<file path="config.mk">
export PLATFORM = sky130hd
export DESIGN_NAME = pao_port_ab
export DESIGN_NICKNAME = d
export VERILOG_FILES = /design/src/pao_pkg.sv /design/src/pao_pin_cell.sv /design/src/pao_port_ab.sv
export SDC_FILE = /design/constraint.sdc
export NUM_CORES = 1
export LEC_CHECK = 0
export ABC_AREA = 1
export BUFFER_PORTS_ARGS = -buffer_cell sky130_fd_sc_hd__buf_2
export CAP_MARGIN = 5
export CORE_MARGIN = 8
export CORE_UTILIZATION = 46
export DETAILED_ROUTE_END_ITERATION = 16
export HOLD_SLACK_MARGIN = 0.03
export PLACE_DENSITY = 0.86
export SYNTH_ARGS = -nofsm -noshare
export SYNTH_HDL_FRONTEND = slang
export SYNTH_SLANG_ARGS = --single-unit
</file>
<file path="constraint.sdc">
create_clock -name clk -period 4.6 [get_ports clk]
set_input_delay 0.92 -clock clk [delete_from_list [all_inputs] [get_ports clk]]
set_output_delay 0.92 -clock clk [all_outputs]
set_load 0.005 [all_outputs]
</file>
<file path="src/pao_pkg.sv">
// shared constants for the port A/B override block
package pao_pkg;
	// ------------------------------------------------------------
	// register byte offsets
	// ------------------------------------------------------------
	localparam logic [7:0] OFS_MCU_CONTROL = 8'h00;
	localparam logic [7:0] OFS_PORTA_OUT = 8'h04;
	localparam logic [7:0] OFS_PORTA_DIR = 8'h08;
	localparam logic [7:0] OFS_PORTA_PIN = 8'h0C;
	localparam logic [7:0] OFS_PORTB_OUT = 8'h10;
	localparam logic [7:0] OFS_PORTB_DIR = 8'h14;
	localparam logic [7:0] OFS_PORTB_PIN = 8'h18;

	// ------------------------------------------------------------
	// mcu_control fields and reset values
	// ------------------------------------------------------------
	localparam int BIT_SCAN_PORT_DISABLE = 7;
	localparam int BIT_PULLUP_GLOBAL_DISABLE = 4;
	localparam int BIT_VECTOR_TABLE_SELECT = 1;
	localparam int BIT_VECTOR_CHANGE_ENABLE = 0;
	localparam logic [7:0] MCU_CONTROL_WMASK = 8'h93;
	localparam logic [7:0] MCU_CONTROL_RESET = 8'h00;
	localparam logic [7:0] PORT_RESET = 8'h00;

	// ------------------------------------------------------------
	// port B pin positions
	// ------------------------------------------------------------
	localparam int PB_CMP_B7 = 7;
	localparam int PB_CMP_B6 = 6;
	localparam int PB_CMP_B5 = 5;
	localparam int PB_CMP_B4 = 4;
	localparam int PB_MISO = 3;
	localparam int PB_MOSI = 2;
	localparam int PB_SCK = 1;
	localparam int PB_SS = 0;

	// ------------------------------------------------------------
	// bus encodings
	// ------------------------------------------------------------
	localparam logic [1:0] HTRANS_NONSEQ = 2'h2;
	localparam logic [1:0] HTRANS_SEQ = 2'h3;
	localparam logic HRESP_OKAY = 1'h0;
	localparam int PORT_W = 8;
endpackage : pao_pkg

</file>
<file path="src/pao_pin_cell.sv">
// one port pin: merges register control with alternate-function overrides
`timescale 1ns/10ps
module pao_pin_cell (
	input wire logic pin_direction_bit,
	input wire logic pin_output_bit,
	input wire logic pullup_global_disable,
	input wire logic pullup_ovr_en,
	input wire logic pullup_ovr_val,
	input wire logic dir_ovr_en,
	input wire logic dir_ovr_val,
	input wire logic value_ovr_en,
	input wire logic value_ovr_val,
	output logic pin_out,
	output logic pin_oe_n,
	output logic pullup_en
);
	logic drive_en;
	logic pullup_plain;

	// pull-up only for input with output bit high and no global disable
	assign pullup_plain = ({pin_direction_bit, pin_output_bit, pullup_global_disable} == 3'h2);
	assign pullup_en = pullup_ovr_en ? pullup_ovr_val : pullup_plain;
	assign drive_en = dir_ovr_en ? dir_ovr_val : pin_direction_bit;
	assign pin_oe_n = ~drive_en;
	// value override only matters while the driver is on
	assign pin_out = (drive_en && value_ovr_en) ? value_ovr_val : pin_output_bit;
endmodule : pao_pin_cell

</file>
<file path="src/pao_port_ab.sv">
// port A/B pin override block with AHB-Lite register slave
// ------------------------------------------------------------
// What this block does
// global disable turns every port pull-up off
// port A carries address, data; pins feed data-in
// port A pull-up off during address or write
// port A driven on address or write phase
// address qualifier marks address drive interval exactly
// bit 7 outputs timer0 A or timer1 C
// bits 6,5 output timer1 B and A
// bit 4 outputs timer2 A when output
// compare pins also carry timer PWM waveform
// MISO forced input as master, direction bit as slave
// MOSI forced input as slave, direction bit as master
// SCK forced input as slave, direction bit as master
// forced SPI inputs keep pull-up from output bit
// pull-up follows 0b010 rule or override value
// direction and value overrides replace register bits
// SS forced input as slave, low selects slave
// overrides are combinational on alternate-module state
// ------------------------------------------------------------
`timescale 1ns/10ps
module pao_port_ab (
	input wire logic clk,
	input wire logic rst_n,
	// ahb-lite slave
	input wire logic hsel,
	input wire logic [31:0] haddr,
	input wire logic [1:0] htrans,
	input wire logic hwrite,
	input wire logic [2:0] hsize,
	input wire logic [31:0] hwdata,
	input wire logic hready,
	output logic [31:0] hrdata,
	output logic hreadyout,
	output logic hresp,
	// mcu_control side outputs
	output logic scan_port_disable,
	output logic vector_table_select,
	output logic vector_change_enable,
	// port A pads
	input wire logic [7:0] porta_pin_in,
	output logic [7:0] porta_pin_out,
	output logic [7:0] porta_pin_oe_n,
	output logic [7:0] porta_pullup_en,
	// port B pads
	input wire logic [7:0] portb_pin_in,
	output logic [7:0] portb_pin_out,
	output logic [7:0] portb_pin_oe_n,
	output logic [7:0] portb_pullup_en,
	// external memory interface
	input wire logic ext_mem_enable,
	input wire logic addr_phase_active,
	input wire logic ext_mem_wr,
	input wire logic [7:0] ext_mem_addr_lo,
	input wire logic [7:0] ext_mem_dout,
	output logic [7:0] ext_mem_din,
	// timer compare outputs and their enables
	input wire logic timer0_cmp_a_out,
	input wire logic timer0_cmp_a_en,
	input wire logic timer1_cmp_c_out,
	input wire logic timer1_cmp_c_en,
	input wire logic timer1_cmp_b_out,
	input wire logic timer1_cmp_b_en,
	input wire logic timer1_cmp_a_out,
	input wire logic timer1_cmp_a_en,
	input wire logic timer2_cmp_a_out,
	input wire logic timer2_cmp_a_en,
	input wire logic cmp_b7_timer1_sel,
	// spi
	input wire logic spi_enable_bit,
	input wire logic spi_master_select,
	input wire logic spi_slave_out,
	input wire logic spi_master_out,
	input wire logic spi_sck_out,
	output logic spi_master_in,
	output logic spi_slave_in,
	output logic spi_sck_in,
	output logic spi_slave_sel_n
);
	// ------------------------------------------------------------
	// registers
	// ------------------------------------------------------------
	logic [7:0] mcu_control_q;
	logic [7:0] porta_out_q;
	logic [7:0] porta_dir_q;
	logic [7:0] portb_out_q;
	logic [7:0] portb_dir_q;
	logic [7:0] porta_meta_q;
	logic [7:0] porta_sync_q;
	logic [7:0] portb_meta_q;
	logic [7:0] portb_sync_q;
	logic pullup_global_disable;

	assign pullup_global_disable = mcu_control_q[pao_pkg::BIT_PULLUP_GLOBAL_DISABLE];
	assign scan_port_disable = mcu_control_q[pao_pkg::BIT_SCAN_PORT_DISABLE];
	assign vector_table_select = mcu_control_q[pao_pkg::BIT_VECTOR_TABLE_SELECT];
	assign vector_change_enable = mcu_control_q[pao_pkg::BIT_VECTOR_CHANGE_ENABLE];

	// ------------------------------------------------------------
	// pad input synchronisers
	// ------------------------------------------------------------
	// only the second stage feeds logic; first stage may be metastable
	always_ff @(posedge clk or negedge rst_n) begin
		if (!rst_n) begin
			porta_meta_q <= 8'h00;
			porta_sync_q <= 8'h00;
			portb_meta_q <= 8'h00;
			portb_sync_q <= 8'h00;
		end else begin
			porta_meta_q <= porta_pin_in;
			porta_sync_q <= porta_meta_q;
			portb_meta_q <= portb_pin_in;
			portb_sync_q <= portb_meta_q;
		end
	end

	// ------------------------------------------------------------
	// ahb-lite slave
	// ------------------------------------------------------------
	// zero wait state: writes land at the end of the data phase,
	// read data is registered at the address phase
	logic addr_valid;
	logic wr_pend_q;
	logic [7:0] wr_addr_q;
	logic [31:0] rdata_q;
	logic [31:0] rdata_d;
	logic [7:0] rd_addr;
	logic wr_mcu;
	logic wr_pa_out;
	logic wr_pa_dir;
	logic wr_pb_out;
	logic wr_pb_dir;
	logic [7:0] wbyte;

	assign addr_valid = hsel && hready
		&& (htrans == pao_pkg::HTRANS_NONSEQ || htrans == pao_pkg::HTRANS_SEQ);
	assign rd_addr = {haddr[7:2], 2'h0};
	assign wbyte = hwdata[7:0];
	assign hreadyout = 1'h1;
	assign hresp = pao_pkg::HRESP_OKAY;
	assign hrdata = rdata_q;

	assign wr_mcu = wr_pend_q && (wr_addr_q == pao_pkg::OFS_MCU_CONTROL);
	assign wr_pa_out = wr_pend_q && (wr_addr_q == pao_pkg::OFS_PORTA_OUT);
	assign wr_pa_dir = wr_pend_q && (wr_addr_q == pao_pkg::OFS_PORTA_DIR);
	assign wr_pb_out = wr_pend_q && (wr_addr_q == pao_pkg::OFS_PORTB_OUT);
	assign wr_pb_dir = wr_pend_q && (wr_addr_q == pao_pkg::OFS_PORTB_DIR);

	// unmapped addresses answer zero; unmapped and read-only addresses ignore writes
	always_comb begin
		if (rd_addr == pao_pkg::OFS_MCU_CONTROL) begin
			rdata_d = {24'h000000, mcu_control_q};
		end else if (rd_addr == pao_pkg::OFS_PORTA_OUT) begin
			rdata_d = {24'h000000, porta_out_q};
		end else if (rd_addr == pao_pkg::OFS_PORTA_DIR) begin
			rdata_d = {24'h000000, porta_dir_q};
		end else if (rd_addr == pao_pkg::OFS_PORTA_PIN) begin
			rdata_d = {24'h000000, porta_sync_q};
		end else if (rd_addr == pao_pkg::OFS_PORTB_OUT) begin
			rdata_d = {24'h000000, portb_out_q};
		end else if (rd_addr == pao_pkg::OFS_PORTB_DIR) begin
			rdata_d = {24'h000000, portb_dir_q};
		end else if (rd_addr == pao_pkg::OFS_PORTB_PIN) begin
			rdata_d = {24'h000000, portb_sync_q};
		end else begin
			rdata_d = 32'h00000000;
		end
	end

	always_ff @(posedge clk or negedge rst_n) begin
		if (!rst_n) begin
			wr_pend_q <= 1'h0;
			wr_addr_q <= 8'h00;
			rdata_q <= 32'h00000000;
		end else begin
			wr_pend_q <= addr_valid && hwrite;
			if (addr_valid) begin
				wr_addr_q <= rd_addr;
			end
			if (addr_valid && !hwrite) begin
				rdata_q <= rdata_d;
			end
		end
	end

	// reserved bits of mcu_control stay zero
	always_ff @(posedge clk or negedge rst_n) begin
		if (!rst_n) begin
			mcu_control_q <= pao_pkg::MCU_CONTROL_RESET;
		end else if (wr_mcu) begin
			mcu_control_q <= wbyte & pao_pkg::MCU_CONTROL_WMASK;
		end
	end

	always_ff @(posedge clk or negedge rst_n) begin
		if (!rst_n) begin
			porta_out_q <= pao_pkg::PORT_RESET;
			porta_dir_q <= pao_pkg::PORT_RESET;
			portb_out_q <= pao_pkg::PORT_RESET;
			portb_dir_q <= pao_pkg::PORT_RESET;
		end else begin
			if (wr_pa_out) begin
				porta_out_q <= wbyte;
			end
			if (wr_pa_dir) begin
				porta_dir_q <= wbyte;
			end
			if (wr_pb_out) begin
				portb_out_q <= wbyte;
			end
			if (wr_pb_dir) begin
				portb_dir_q <= wbyte;
			end
		end
	end

	// ------------------------------------------------------------
	// port A overrides: external memory bus
	// ------------------------------------------------------------
	// kept combinational so the pads follow the memory interface
	// in the same cycle; a registered stage would skew address/data
	logic [7:0] pa_pullup_ovr_en;
	logic [7:0] pa_pullup_ovr_val;
	logic [7:0] pa_dir_ovr_en;
	logic [7:0] pa_dir_ovr_val;
	logic [7:0] pa_value_ovr_en;
	logic [7:0] pa_value_ovr_val;
	logic pa_drive;

	// addr_phase_active is taken as given: it covers the address drive
	assign pa_drive = ext_mem_wr || addr_phase_active;
	assign pa_pullup_ovr_en = {8{ext_mem_enable && pa_drive}};
	assign pa_pullup_ovr_val = 8'h00;
	assign pa_dir_ovr_en = {8{ext_mem_enable}};
	assign pa_dir_ovr_val = {8{pa_drive}};
	assign pa_value_ovr_en = {8{ext_mem_enable}};
	assign pa_value_ovr_val = (ext_mem_addr_lo & {8{addr_phase_active}})
		| (ext_mem_dout & {8{ext_mem_wr}});
	assign ext_mem_din = porta_sync_q;

	// ------------------------------------------------------------
	// port B overrides: timer compare and spi
	// ------------------------------------------------------------
	logic [7:0] pb_pullup_ovr_en;
	logic [7:0] pb_pullup_ovr_val;
	logic [7:0] pb_dir_ovr_en;
	logic [7:0] pb_dir_ovr_val;
	logic [7:0] pb_value_ovr_en;
	logic [7:0] pb_value_ovr_val;
	logic spi_as_master;
	logic spi_as_slave;
	logic b7_en;
	logic b7_val;

	assign spi_as_master = spi_enable_bit && spi_master_select;
	assign spi_as_slave = spi_enable_bit && !spi_master_select;
	// bit 7 picks one compare source; the timers present pwm on the same line
	assign b7_en = cmp_b7_timer1_sel ? timer1_cmp_c_en : timer0_cmp_a_en;
	assign b7_val = cmp_b7_timer1_sel ? timer1_cmp_c_out : timer0_cmp_a_out;

	// compare pins never touch direction, so the direction bit must be one
	assign pb_dir_ovr_val = 8'h00;
	assign pb_dir_ovr_en = {
		4'h0,
		spi_as_master,
		spi_as_slave,
		spi_as_slave,
		spi_as_slave
	};
	assign pb_pullup_ovr_en = pb_dir_ovr_en;
	assign pb_pullup_ovr_val = portb_out_q & {8{~pullup_global_disable}};
	assign pb_value_ovr_en = {
		b7_en,
		timer1_cmp_b_en,
		timer1_cmp_a_en,
		timer2_cmp_a_en,
		spi_as_slave,
		spi_as_master,
		spi_as_master,
		1'h0
	};
	assign pb_value_ovr_val = {
		b7_val,
		timer1_cmp_b_out,
		timer1_cmp_a_out,
		timer2_cmp_a_out,
		spi_slave_out,
		spi_master_out,
		spi_sck_out,
		1'h0
	};

	assign spi_master_in = portb_sync_q[pao_pkg::PB_MISO];
	assign spi_slave_in = portb_sync_q[pao_pkg::PB_MOSI];
	assign spi_sck_in = portb_sync_q[pao_pkg::PB_SCK];
	// low level activates the slave
	assign spi_slave_sel_n = portb_sync_q[pao_pkg::PB_SS];

	// ------------------------------------------------------------
	// pin cells
	// ------------------------------------------------------------
	genvar gi;
	generate
		for (gi = 0; gi < pao_pkg::PORT_W; gi++) begin : g_pin
			pao_pin_cell u_pa (
				.pin_direction_bit(porta_dir_q[gi]),
				.pin_output_bit(porta_out_q[gi]),
				.pullup_global_disable(pullup_global_disable),
				.pullup_ovr_en(pa_pullup_ovr_en[gi]),
				.pullup_ovr_val(pa_pullup_ovr_val[gi]),
				.dir_ovr_en(pa_dir_ovr_en[gi]),
				.dir_ovr_val(pa_dir_ovr_val[gi]),
				.value_ovr_en(pa_value_ovr_en[gi]),
				.value_ovr_val(pa_value_ovr_val[gi]),
				.pin_out(porta_pin_out[gi]),
				.pin_oe_n(porta_pin_oe_n[gi]),
				.pullup_en(porta_pullup_en[gi])
			);
			pao_pin_cell u_pb (
				.pin_direction_bit(portb_dir_q[gi]),
				.pin_output_bit(portb_out_q[gi]),
				.pullup_global_disable(pullup_global_disable),
				.pullup_ovr_en(pb_pullup_ovr_en[gi]),
				.pullup_ovr_val(pb_pullup_ovr_val[gi]),
				.dir_ovr_en(pb_dir_ovr_en[gi]),
				.dir_ovr_val(pb_dir_ovr_val[gi]),
				.value_ovr_en(pb_value_ovr_en[gi]),
				.value_ovr_val(pb_value_ovr_val[gi]),
				.pin_out(portb_pin_out[gi]),
				.pin_oe_n(portb_pin_oe_n[gi]),
				.pullup_en(portb_pullup_en[gi])
			);
		end
	endgenerate
endmodule : pao_port_ab

</file>
# After elaboration in Yosys (flattened, before gate mapping)
# Index checks and enable logic that the tools add are counted.
dict set report classes {
  eq_ne 28
  n_reduce_logical 33
  n_mux 48
  bitwise_logic 21
}
# cell count
set ops {}
lappend ops {{== test 3 x 2 -> 1 bit, second input constant} 16}
lappend ops {{two-way mux 8 bit} 6}
lappend ops {{two-way mux 1 bit} 41}
lappend ops {{two-way mux 32 bit} 1}
lappend ops {{== test 6 x 3 -> 1 bit, second input constant} 5}
lappend ops {{logical AND 1 bit} 27}
lappend ops {{== test 6 x 2 -> 1 bit, second input constant} 3}
lappend ops {{inverter 1 bit} 17}
lappend ops {{AND 8 bit} 2}
lappend ops {{logical NOT 8 bit} 2}
lappend ops {{== test 6 x 1 -> 1 bit, second input constant} 2}
lappend ops {{OR 8 bit} 1}
lappend ops {{AND 4 bit} 1}
lappend ops {{== test 2 bit, second input constant} 2}
lappend ops {{logical NOT 1 bit} 2}
lappend ops {{logical OR 1 bit} 2}
dict set report totals {
  inputBits 125
  reg_bits 107
}

# Logic depth before layout (Yosys ltp)
# Gate-level depths: netlist of the first run.
dict set report logic_depth {
  ltp_word 8
  depth_mapped 9
  depth_no_buf 9
}

# Hierarchy
# From an unflattened synthesis of the first run, not the netlist that was laid out.
dict set report hier_totals {
  cells_unflattened 664
  area_unflattened_um2 4732.0
}
# module cells_per_inst area_each_um2 instances
set by_module_without_submodules {}
lappend by_module_without_submodules {pao_port_ab 392 3651.0 1}
lappend by_module_without_submodules {pao_pin_cell 17 67.6 16}

# Least setup slack after synthesis of the first run
# OpenSTA, ideal clock, no wires.
dict set report synth_path {
  kind {input to output}
  from {input port ext_mem_wr}
  to {output port porta_pin_out[0]}
  n_path_buf 3
  path_slack_ns 1.882
  t_arrival_ns 1.798
  path_stages 7
  path_cell_list {buf_2 > inv_1 > a21oi_2 > buf_4 > nand2_1 > nand2_1 > buf_4}
}
dict set report synth_via {
  elab_chain_len 4
  elab_cells_between_ends 6
  classes_between {2 x mux; 2 x bitwise; 2 x reduce/logical}
}
# element line
set synth_lines {}
lappend synth_lines {{start, declared} pao_port_ab.sv:54} ;# input wire logic ext_mem_wr,
lappend synth_lines {{logical OR 1 bit} pao_port_ab.sv:232} ;# assign pa_drive = ext_mem_wr || addr_phase_active;
lappend synth_lines {{two-way mux 1 bit} pao_pin_cell.sv:23} ;# assign drive_en = dir_ovr_en ? dir_ovr_val : pin_direction_bit;
lappend synth_lines {{logical AND 1 bit} pao_pin_cell.sv:26} ;# assign pin_out = (drive_en && value_ovr_en) ? value_ovr_val : pin_output_bit;
lappend synth_lines {{two-way mux 1 bit (*)} pao_pin_cell.sv:26}
lappend synth_lines {{end, declared} pao_port_ab.sv:43} ;# output logic [7:0] porta_pin_out,
# Every way passes the cells marked *; elsewhere a longest branch is shown, timed or not.

# Final worst setup path of the first run
dict set report layout_path {
  from {input port addr_phase_active}
  to {output port porta_pullup_en[0]}
}
dict set report layout_via {
  elab_chain_len 3
}
# element line
set layout_lines {}
lappend layout_lines {{start, declared} pao_port_ab.sv:53} ;# input wire logic addr_phase_active,
lappend layout_lines {{logical OR 1 bit} pao_port_ab.sv:232}
lappend layout_lines {{logical AND 1 bit} pao_port_ab.sv:233} ;# assign pa_pullup_ovr_en = {8{ext_mem_enable && pa_drive}};
lappend layout_lines {{two-way mux 1 bit} pao_pin_cell.sv:22} ;# assign pullup_en = pullup_ovr_en ? pullup_ovr_val : pullup_plain;
lappend layout_lines {{end, declared} pao_port_ab.sv:45} ;# output logic [7:0] porta_pullup_en,
# Every way passes these cells.

==> reports/qor.yml, run 1 <==
outcome:
  status: "finished, final reports clean"
floorplan:
  ios: 222
  die_h_um: 113
  die_w_um: 113
  core-area_sq_mm: 0.00920
  die_area_sq_mm: 0.0128
  start_util_pct: 47.0
  placement_rows: 35
critical_path:
  critPathMostFrequentCell: "buf_2"
  crit_type: "in2out"
  slowest_stage: "a21oi_2"
  startpoint_type: "primary input"
  crit_end: "porta_pullup_en[0]"
  path_cells: "buf_2 > inv_1 > a21oi_2 > inv_2 > nand2_1 > nor3_1 > buf_2"
  endpoint_kind: "output port"
  worstSetupStartpoint: "addr_phase_active"
  reg2reg_to: "porta_dir_q[4]$_DFFE_PN0P_"
  cp.required_ns: 3.68
  r2r_cells: 3
  worstPathArrival_ns: 2.29
  rrSetupSlack_ns: 3.11
  r2r_start: "wr_addr_q[4]$_DFFE_PN0P_"
  critical_path.max_stage_delay_ns: 0.57
  cp_max_fo: 17
timing:
  fin_crit_sh_pct: 69.8
  fmaxAchievable_mhz: 311
  setup_viol: 0
  rsz0062_at_grt: "false"
  setup_tns_ns: 0
  slew_headroom_pct: 34.1
  hold_viol: 0
  timing.hold.ws_ns: 0.349
  worstMarginPinSlew_ns: 0.988
  finClkSkew_ns: 0.0158
  period_needed_ns: 3.21
  final_max_slew_viol_count: 0
global_route:
  grt_use_total_pct: 18.2
  grt_pass1_wl_um: 18300
  antenna_found_initial: 0
  grt_pass1_vias: 3465
  grt_overflow_total: 0
  grt_max_degree: 84
final_layout:
  syn_to_final_growth_pct: 12.6
  nets: 731
  layout_commonest_cell: "buf_2"
  final_cell_mix: "buf_2, nand2_1, dfrtp_1"
  fillers: 898
  multi_input_area_sq_mm: 0.00157
  drive_above_1_share_pct: 30.0
  fin_area_sq_mm: 0.00487
  ff_latch_area_sq_mm: 0.00208
  diodes: 0
drt:
  detail_route.vias_per_cell: 4.90
  routedWlPerCell_um: 16.0
  via_count: 3533
  first_pass_iters: 5
  wirelength_um: 11500
  antenna_left: 0
  drt_iter0_drc: 233
  drc: 0
clocking:
  h-tree-depth: 3
  clkTransAtPathRegs_ns: 0.07
  root_buffer: "clkbuf_8"
  cts_resized: 0
  clock_path_buffers: 2
  cts_tree: "yes"
  post_cts_buffers: 0
  postCtsHoldBufs: 0
  cts_sinks: 83
  clk_latency_ns: 0.35
  cts_made_buffers: 9
synth:
  yosysSeqAreaShare_pct: 48.0
  syn-mean-instance-area_sq_um: 8.39
  synthArstFlopShare_pct: 100
  synth.distinct_cells: 30
  ys_seq_elements: 83
  synth_edf_count: 0
  synth-warning-count: 0
  syn_inst: 515
  syn_area_sq_mm: 0.00432
  synth-main-ff-cell: "dfrtp_1"
power:
  p_per_area_mw_per_mm2: 375
  vdd_drop_max_mv: 0.236
  leakage_nw: 2.74
  p_total_mw: 1.82
place:
  place_area_sq_mm: 0.00465
  dp_hpwl_um: 9330
  portBuffers: 141
  place.gp.congestion: 0.900
job:
  drv_cap: 0
min_path:
  hp-class: "reg2reg"
[state kept, by name (all words and copies together) (netlist names), 8 cells and up]
signal / flops
portb_sync_q: 8
porta_dir_q: 8
portb_meta_q: 8
portb_out_q: 8
ext_mem_din: 8
hrdata: 8
portb_dir_q: 8
porta_meta_q: 8
porta_out_q: 8
[cell families (layout without fill, tap and decap cells)]
logic type / count (synthesis) / after routing / synth area share, %
compound gates: 75 / 75 / 9.64
buf+inv: 127 / 198 / 17.7
flops: 83 / 83 / 48.0
mux: 5 / 5 / 1.27
other cells: 2 / 26 / 0.174
simple gates: 223 / 223 / 23.1
[layer usage]
layer	wire length, um	GRT usage (%)	part of all wire, %
met1	4870	22.2	42
met2	5120	28.9	44
met5	0	0	0
met3	1360	6.82	12
met4	182	6.22	1.6
[stage by stage]
stage	util [%]	setup slack [ns]	std cells
4_1_cts	52.9	1.35	721
6_report	52.9	1.39	721
5_1_grt	52.9	1.17	721
3_3_place_gp	50.6	1.37	706
3_5_place_dp	50.6	1.35	706
2_1_floorplan	-	1.88	539
[cells in the mapped netlist (2+ instances only)]
cell / count / area share [%]
nor3_1: 11 / 1.3
nand3_1: 18 / 2.1
nand4_2: 2 / 0.58
dfrtp_1: 83 / 48
nor2_4: 3 / 0.78
or2_2: 2 / 0.29
conb_1: 2 / 0.17
nand4_1: 6 / 0.87
buf_2: 7 / 0.81
a22o_1: 8 / 1.6
clkbuf_1: 2 / 0.17
o2111ai_1: 2 / 0.41
nand2_1: 131 / 11
nor2_1: 41 / 3.6
inv_2: 7 / 0.61
buf_4: 75 / 13
o21ai_0: 29 / 3.4
nand3_2: 3 / 0.69
a21oi_1: 16 / 1.9
inv_1: 35 / 3.0
o21ai_1: 19 / 2.2
nor2_2: 2 / 0.29
mux2_2: 4 / 1.0
[worst min-delay path by stage]
| stage | start | end | slack, ns | depth (start not counted) |
|---|---|---|---|---|
| floorplan | porta_meta_q[0]$_DFF_PN0_ | ext_mem_din[0]$_DFF_PN0_ | 0.33 | 0 |
| global placement | porta_meta_q[3]$_DFF_PN0_ | ext_mem_din[3]$_DFF_PN0_ | 0.33 | 0 |
| CTS | porta_meta_q[7]$_DFF_PN0_ | ext_mem_din[7]$_DFF_PN0_ | 0.35 | 0 |
| global route | porta_meta_q[5]$_DFF_PN0_ | ext_mem_din[5]$_DFF_PN0_ | 0.36 | 0 |
| detailed placement | porta_meta_q[3]$_DFF_PN0_ | ext_mem_din[3]$_DFF_PN0_ | 0.33 | 0 |
| finish | porta_meta_q[7]$_DFF_PN0_ | ext_mem_din[7]$_DFF_PN0_ | 0.35 | 0 |
[layout make-up]
class                           instances  share of cell area (%)
Timing Repair Buffer                  141                    14.6
Tap cell                              111                    2.85
Clock inverter                          4                    1.54
Inverter                               42                    3.24
Multi-Input combinational cell        329                    32.2
Sequential cell                        83                    42.7
Clock buffer                           11                    2.90
[worst max-delay path, delay by kind of cell]
family	cells	cell delay (ns)
AO/OA/AOI/OAI	1	0.57
AND/OR/NAND/NOR	2	0.22
buffers and inverters	4	0.59
[where the power goes]
part | leakage (nW) | internal (mW) | switching, mW | total [mW]
registers | 0.905 | 0.824 | 0.107 | 0.931
logic | 1.74 | 0.144 | 0.188 | 0.333
clock network | 0.102 | 0.318 | 0.243 | 0.560
total | 2.74 | 1.29 | 0.539 | 1.82
(Power assumes the default switching activity.)
==> inputs of run 2 (changes only) <==
--- a/config.mk
+++ b/config.mk
@@ -5,14 +5,14 @@
 export SDC_FILE = /design/constraint.sdc
 export NUM_CORES = 1
 export LEC_CHECK = 0
-export ABC_AREA = 1
+export ABC_AREA = 0
 export BUFFER_PORTS_ARGS = -buffer_cell sky130_fd_sc_hd__buf_2
 export CAP_MARGIN = 5
 export CORE_MARGIN = 8
-export CORE_UTILIZATION = 46
+export CORE_UTILIZATION = 41
 export DETAILED_ROUTE_END_ITERATION = 16
 export HOLD_SLACK_MARGIN = 0.03
-export PLACE_DENSITY = 0.86
+export PLACE_DENSITY = 0.81
 export SYNTH_ARGS = -nofsm -noshare
 export SYNTH_HDL_FRONTEND = slang
 export SYNTH_SLANG_ARGS = --single-unit
==> constraint.sdc (replaced) <==
create_clock -name clk -period 2.6 [get_ports clk]
set_input_delay 0.52 -clock clk [delete_from_list [all_inputs] [get_ports clk]]
set_output_delay 0.52 -clock clk [all_outputs]
set_load 0.005 [all_outputs]
==> reports/qor.yml, run 2 <==
drt:
  drc: 0  # unchanged
  first_pass_iters: 4  # was 5
  antenna_left: 0  # unchanged
  detail_route.vias_per_cell: 5.04  # was 4.90
  wirelength_um: 11300  # was 11500 um
  routedWlPerCell_um: 18.2  # was 16.0 um
  via_count: 3122  # was 3533
  drt_iter0_drc: 196  # was 233
synth:
  muxShareOfSynthArea_pct: 15.6  # was 1.27%
  synth_simple_gate_area_share_pct: 11.4  # was 23.1%
  synth_top_family_by_area: "multiplexers"  # was simple AND/OR/NAND/NOR gates
  syn-mean-instance-area_sq_um: 11.3  # was 8.39 sq um
  synth_edf_count: 0  # unchanged
  synth.distinct_cells: 40  # was 30
  synthArstFlopShare_pct: 100  # unchanged
  synthXorXnorAreaFrac_pct: 0  # unchanged
  synth_area_leaders: "dfrtp_1, buf_4, mux2_2, mux2i_1, nand2_1"  # was dfrtp_1, buf_4, nand2_1, nor2_1, o21ai_0
  synth_commonest_cells: "dfrtp_1, buf_4, mux2_2"  # was nand2_1, dfrtp_1, buf_4
  syn_inst: 383  # was 515
  synth-main-ff-cell: "dfrtp_1"  # unchanged
  syn_area_sq_mm: 0.00431  # was 0.00432 sq mm
  synth_top_area_cell: "dfrtp_1"  # unchanged
  synth_top_area_share_pct: 48.2  # was 48.0%
  synth_compound_area_share_pct: 9.95  # was 9.64%
  synth_fa_ha_area_share_pct: 0  # unchanged
  yosysSeqAreaShare_pct: 48.2  # was 48.0%
  yosysMostFrequentCell: "dfrtp_1"  # was nand2_1
  ys_seq_elements: 83  # unchanged
  synth-warning-count: 0  # unchanged
place:
  place.gp.congestion: 0.860  # was 0.900
  dp_hpwl_um: 8850  # was 9330 um
  portBuffers: 141  # unchanged
  dp_cells: 603  # was 706
power:
  p_comb_share_pct: 15.7  # was 18.2%
  internal_power_mw: 2.00  # was 1.29 mW
  swShare_pct: 28.8  # was 29.5%
  p_per_area_mw_per_mm2: 573  # was 375 mW/mm^2
  vdd_drop_max_mv: 0.414  # was 0.236 mV
  clkPwrFrac_pct: 30.6  # was 30.7%
  p_seq_share_pct: 53.7  # was 51.0%
  leakage_nw: 2.48  # was 2.74 nW
  power_switching_mw: 0.809  # was 0.539 mW
timing:
  finClkSkew_ns: 0.0103  # was 0.0158 ns
  rsz0062_at_grt: "false"  # unchanged
  final_max_slew_viol_count: 0  # unchanged
  setup_tns_ns: 0  # unchanged
  worstMarginPinSlew_ns: 0.650  # was 0.988 ns
  fmaxAchievable_mhz: 443
  slew_headroom_pct: 56.6  # was 34.1%
  hold_viol: 0  # unchanged
  fin_crit_sh_pct: 86.8
  period_needed_ns: 2.26
  setup_viol: 0  # unchanged
clocking:
  clock_path_buffers: 2  # unchanged
  h-tree-depth: 3  # unchanged
  cts_sinks: 83  # unchanged
  clk_latency_ns: 0.36  # was 0.35 ns
  cts_made_buffers: 9  # unchanged
  root_buffer: "clkbuf_8"  # unchanged
  postCtsHoldBufs: 0  # unchanged
  cts_resized: 0  # unchanged
  clkTransAtPathRegs_ns: 0.09  # was 0.07 ns
  cts_tree: "yes"  # unchanged
  post_cts_buffers: 0  # unchanged
floorplan:
  core-area_sq_mm: 0.0103  # was 0.00920 sq mm
  die_h_um: 119  # was 113 um
  die_w_um: 119  # was 113 um
  ios: 222  # unchanged
  start_util_pct: 42.0  # was 47.0%
  placement_rows: 37  # was 35
  die_area_sq_mm: 0.0141  # was 0.0128 sq mm
critical_path:
  cp.required_ns: 2.08  # was 3.68 ns
  worstPathArrival_ns: 1.74  # was 2.29 ns
  crit_type: "reg2out"  # was in2out
  slowest_stage: "dfrtp_1"  # was a21oi_2
  endpoint_kind: "output port"  # unchanged
  startpoint_type: "register"  # was primary input
  cp_max_fo: 11  # was 17
  path_cells: "nand2b_1 > nor3b_1 > buf_2"  # was buf_2 > inv_1 > a21oi_2 > inv_2 > nand2_1 > nor3_1 > buf_2
  critical_path.max_stage_delay_ns: 0.58  # was 0.57 ns
final_layout:
  final_cell_mix: "buf_2, dfrtp_1, mux2_2"  # was buf_2, nand2_1, dfrtp_1
  drive_above_1_share_pct: 45.3  # was 30.0%
  syn_to_final_growth_pct: 13.8  # was 12.6%
  instances_no_fill: 619  # was 721
  diodes: 0  # unchanged
  nets: 603  # was 731
  layout_commonest_cell: "buf_2"  # unchanged
outcome:
  status: "finished, final reports clean"  # unchanged
global_route:
  grt_pass1_vias: 3333  # was 3465
  grt_max_degree: 53  # was 84
  grt_use_total_pct: 15.6  # was 18.2%
  antenna_found_initial: 0  # unchanged
  grt_pass1_wl_um: 17500  # was 18300 um
  grt_overflow_total: 0  # unchanged
job:
  drv_cap: 0  # unchanged
min_path:
  hp-class: "in2async"  # was reg2reg
-- run 2: cell types whose count changed in the layout (fill, tap and decap cells not counted), moves of 14 or more --
cell	previous run	this run
o21ai_1	19	1
mux2_2	4	49
nand3_1	18	4
nand2_1	131	29
o21ai_0	29	14
inv_1	35	6
nor2_1	41	6
-- run 2: layout make-up --
type / instances / area (sq um)
Fill cell: 949 / 5370
Sequential cell: 83 / 2080
Multi-Input combinational cell: 230 / 1690
Timing Repair Buffer: 148 / 761
Tap cell: 136 / 170
Clock buffer: 10 / 138
Clock inverter: 6 / 47.5
Inverter: 6 / 22.5
-- run 2: metal layers --
metal,vias up,global-route usage (%),part of all wire [%]
met5,-,0,0
met4,0,3.79,0.91
met3,9,7.09,9.9
met2,160,26.4,48
met1,1512,17.7,42
li1,1441,-,-
-- run 2: worst paths after layout --
check                      cells after the start  slack [ns]                         end                          from
setup / recovery                               3        0.34          porta_pullup_en[4]  mcu_control_q[4]$_DFFE_PN0P_
hold / removal                                 1        0.18   porta_meta_q[7]$_DFF_PN0_                         rst_n
setup reg to reg                               4        0.60  portb_out_q[0]$_DFFE_PN0P_      wr_addr_q[5]$_DFFE_PN0P_
hold reg to reg                                0        0.35   portb_sync_q[3]$_DFF_PN0_     portb_meta_q[3]$_DFF_PN0_
max in group asynchronous                      2        1.76   portb_meta_q[5]$_DFF_PN0_                         rst_n
min in group clk                               1        0.26   portb_meta_q[6]$_DFF_PN0_               portb_pin_in[6]
-- run 2: power by group through the flow --
stage	clock network, mW	logic, mW	registers, mW
2_1_floorplan	0	0.333	1.49
3_3_place_gp	0	0.427	1.53
3_5_place_dp	0	0.442	1.54
4_1_cts	0.883	0.444	1.51
5_1_grt	0.941	0.488	1.53
6_report	0.861	0.441	1.51
-- run 2: kinds of logic after synthesis --
group	Yosys count
buffers and inverters	94
multiplexers	61
flip-flops	83
AND/OR/NAND/NOR	79
other	2
AO/OA/AOI/OAI	64
-- run 2: critical path: cells and delay by family (launching register included) --
kind / cells / cell delay, ns
and+or+nand+nor: 2 / 0.65
DFF: 1 / 0.58
buffers and inverters: 1 / 0.16
-- run 2: stage by stage --
stage          hold WS, ns  power (mW)  instance area (sq um)  util (%)  worst slack (ns)
2_1_floorplan        0.224        1.82                   4400         -             0.406
3_3_place_gp         0.331        1.96                   4720      45.9             0.599
3_5_place_dp         0.336        1.98                   4720      45.9             0.535
4_1_cts              0.192        2.84                   4910      47.7             0.281
5_1_grt              0.208        2.96                   4910      47.7             0.231
6_report             0.176        2.81                   4910      47.7             0.344
==> inputs of run 3 (changes only) <==
--- a/config.mk
+++ b/config.mk
@@ -12,7 +12,7 @@
 export CORE_UTILIZATION = 41
 export DETAILED_ROUTE_END_ITERATION = 16
 export HOLD_SLACK_MARGIN = 0.03
-export PLACE_DENSITY = 0.81
+export PLACE_DENSITY = 0.76
 export SYNTH_ARGS = -nofsm -noshare
 export SYNTH_HDL_FRONTEND = slang
 export SYNTH_SLANG_ARGS = --single-unit
==> constraint.sdc (replaced) <==
create_clock -name clk -period 1.95 [get_ports clk]
set_input_delay 0.39 -clock clk [delete_from_list [all_inputs] [get_ports clk]]
set_output_delay 0.39 -clock clk [all_outputs]
set_load 0.005 [all_outputs]
==> reports/qor.yml, run 3 (synthesized netlist as in run 2, its figures left out) <==
critical_path:
  startpoint_type: "register"  # unchanged
  worstSetupStartpoint: "wr_addr_q[5]$_DFFE_PN0P_"  # was mcu_control_q[4]$_DFFE_PN0P_
  cp.required_ns: 2.18  # was 2.08 ns
  worstPathArrival_ns: 2.08  # was 1.74 ns
  rrSetupSlack_ns: 0.11  # was 0.60 ns
  r2r_start: "wr_addr_q[5]$_DFFE_PN0P_"  # unchanged
  endpoint_kind: "register"  # was output port
  crit_type: "reg2reg"  # was reg2out
  reg2reg_to: "portb_out_q[2]$_DFFE_PN0P_"  # was portb_out_q[0]$_DFFE_PN0P_
  r2r_cells: 5  # was 4
  cp_max_fo: 8  # was 11
clocking:
  clkTransAtPathRegs_ns: 0.07  # was 0.09 ns
  cts_tree: "yes"  # unchanged
  h-tree-depth: 3  # unchanged
  clk_latency_ns: 0.35  # was 0.36 ns
  postCtsHoldBufs: 0  # unchanged
  cts_made_buffers: 9  # unchanged
  clock_path_buffers: 2  # unchanged
  cts_sinks: 83  # unchanged
  root_buffer: "clkbuf_8"  # unchanged
drt:
  wirelength_um: 11100  # was 11300 um
  detail_route.vias_per_cell: 4.98  # was 5.04
  drt_iter0_drc: 214  # was 196
  first_pass_iters: 4  # unchanged
  via_count: 3108  # was 3122
  antenna_left: 0  # unchanged
  drc: 0  # unchanged
  routedWlPerCell_um: 17.9  # was 18.2 um
timing:
  final_max_slew_viol_count: 0  # unchanged
  period_needed_ns: 1.84
  hold_viol: 0  # unchanged
  worstMarginPinSlew_ns: 0.842  # was 0.650 ns
  setup_viol: 0  # unchanged
  rsz0062_at_grt: "false"  # unchanged
  fmaxAchievable_mhz: 542
  fin_crit_sh_pct: 94.6
  slew_headroom_pct: 43.7  # was 56.6%
  finClkSkew_ns: 0.00838  # was 0.0103 ns
  setup_tns_ns: 0  # unchanged
global_route:
  grt_pass1_vias: 3281  # was 3333
  grt_pass1_wl_um: 17500  # about the same
  grt_use_total_pct: 15.5  # was 15.6%
  antenna_found_initial: 0  # unchanged
  grt_overflow_total: 0  # unchanged
  use_met2_pct: 24.8  # was 26.4%
  met1_usage_pct: 18.4  # was 17.7%
  grt_max_degree: 84  # was 53
  use_met3_pct: 6.66  # was 7.09%
  busiest_layer: "met2"  # unchanged
floorplan:
  core-area_sq_mm: 0.0103  # unchanged
  ios: 222  # unchanged
  placement_rows: 37  # unchanged
  die_area_sq_mm: 0.0141  # unchanged
  die_h_um: 119  # unchanged
  start_util_pct: 42.0  # unchanged
  die_w_um: 119  # unchanged
final_layout:
  drive_above_1_share_pct: 45.5  # was 45.3%
  instances_no_fill: 624  # was 619
  syn_to_final_growth_pct: 15.3  # was 13.8%
  diodes: 0  # unchanged
  fillers: 939  # was 949
  nets: 609  # was 603
  final_cell_mix: "buf_2, dfrtp_1, mux2_2"  # unchanged
  layout_commonest_cell: "buf_2"  # unchanged
power:
  clkPwrFrac_pct: 28.4  # was 30.6%
  p_per_area_mw_per_mm2: 735  # was 573 mW/mm^2
  p_seq_share_pct: 54.9  # was 53.7%
  power_switching_mw: 0.997  # was 0.809 mW
  vdd_drop_max_mv: 0.532  # was 0.414 mV
  p_comb_share_pct: 16.7  # was 15.7%
  leakage_nw: 2.51  # was 2.48 nW
  swShare_pct: 27.3  # was 28.8%
  internal_power_mw: 2.66  # was 2.00 mW
place:
  place.gp.congestion: 0.858  # was 0.860
  portBuffers: 141  # unchanged
  dp_hpwl_um: 8630  # was 8850 um
  dp_cells: 607  # was 603
min_path:
  hp-class: "in2async"  # unchanged
outcome:
  status: "finished, final reports clean"  # unchanged
job:
  drv_cap: 0  # unchanged
run 3: cell count changes in the layout (fill, tap and decap cells not counted), moves of 2 or more:
cell / delta
buf_4: +3
inv_6: -3
clkbuf_1: +2
buf_12: +3
clkinv_2: +2
run 3: metrics by stage:
stage / total power, mW / util (%) / worst slack, ns / hold WS (ns) / instance area [sq um]
finish: 3.66 / 48.4 / 0.106 / 0.0540 / 4970
global route: 3.85 / 48.4 / 0.0131 / 0.0662 / 4970
CTS: 3.70 / 48.2 / 0.0171 / 0.0597 / 4950
detailed placement: 2.65 / 46.6 / 0.0233 / 0.335 / 4790
global placement: 2.62 / 46.6 / 0.0960 / 0.332 / 4790
floorplan: 2.43 / - / 0.0160 / 0.0944 / 4400
run 3: final cells by class:
| class | instances | area, sq um | share of cell area [%] |
|---|---|---|---|
| sequential | 83 | 2080 | 41.8 |
| multi-input combinational | 230 | 1700 | 34.2 |
| timing repair buffer | 154 | 843 | 17.0 |
| tap | 136 | 170 | 3.42 |
| clock buffer | 12 | 145 | 2.92 |
| inverter | 6 | 22.5 | 0.453 |
| clock inverter | 3 | 15.0 | 0.302 |
run 3: worst max path at each step:
stage | end | slack [ns] | cells after the start
final | portb_out_q[2]$_DFFE_PN0P_ | 0.11 | 5
after global routing | portb_out_q[4]$_DFFE_PN0P_ | 0.01 | 5
after CTS | porta_out_q[1]$_DFFE_PN0P_ | 0.02 | 4
after detailed placement | porta_out_q[1]$_DFFE_PN0P_ | 0.02 | 4
after global placement | porta_out_q[3]$_DFFE_PN0P_ | 0.1 | 4
after floorplan | porta_pullup_en[0] | 0.02 | 6
run 3: routing by layer:
layer / wire length (um) / vias up
met5: 0 / -
met4: 117 / 0
met3: 1180 / 10
met2: 5310 / 146
met1: 4530 / 1496
li1: - / 1456
run 3: what timing repair did:
action / in CTS / in global routing
hold endpoints to repair: 0 / 0
gates resized for setup: 0 / 1
setup endpoints to repair: 0 / 10
setup buffers: 0 / 2
run 3: worst max-delay path, cell delays in order, from the launching register on:
cell and delay [ns]:
dfrtp_1 0.42, nor4b_4 0.37, nand2b_2 0.19, nor3b_4 0.26, buf_12 0.17, mux2_2 0.33
run 3: power groups by stage:
stage	clock network [mW]	registers (mW)	logic, mW
2_1_floorplan	0	1.99	0.444
3_3_place_gp	0	2.03	0.593
3_5_place_dp	0	2.04	0.614
4_1_cts	1.08	2.00	0.616
5_1_grt	1.15	2.03	0.674
6_report	1.04	2.01	0.610
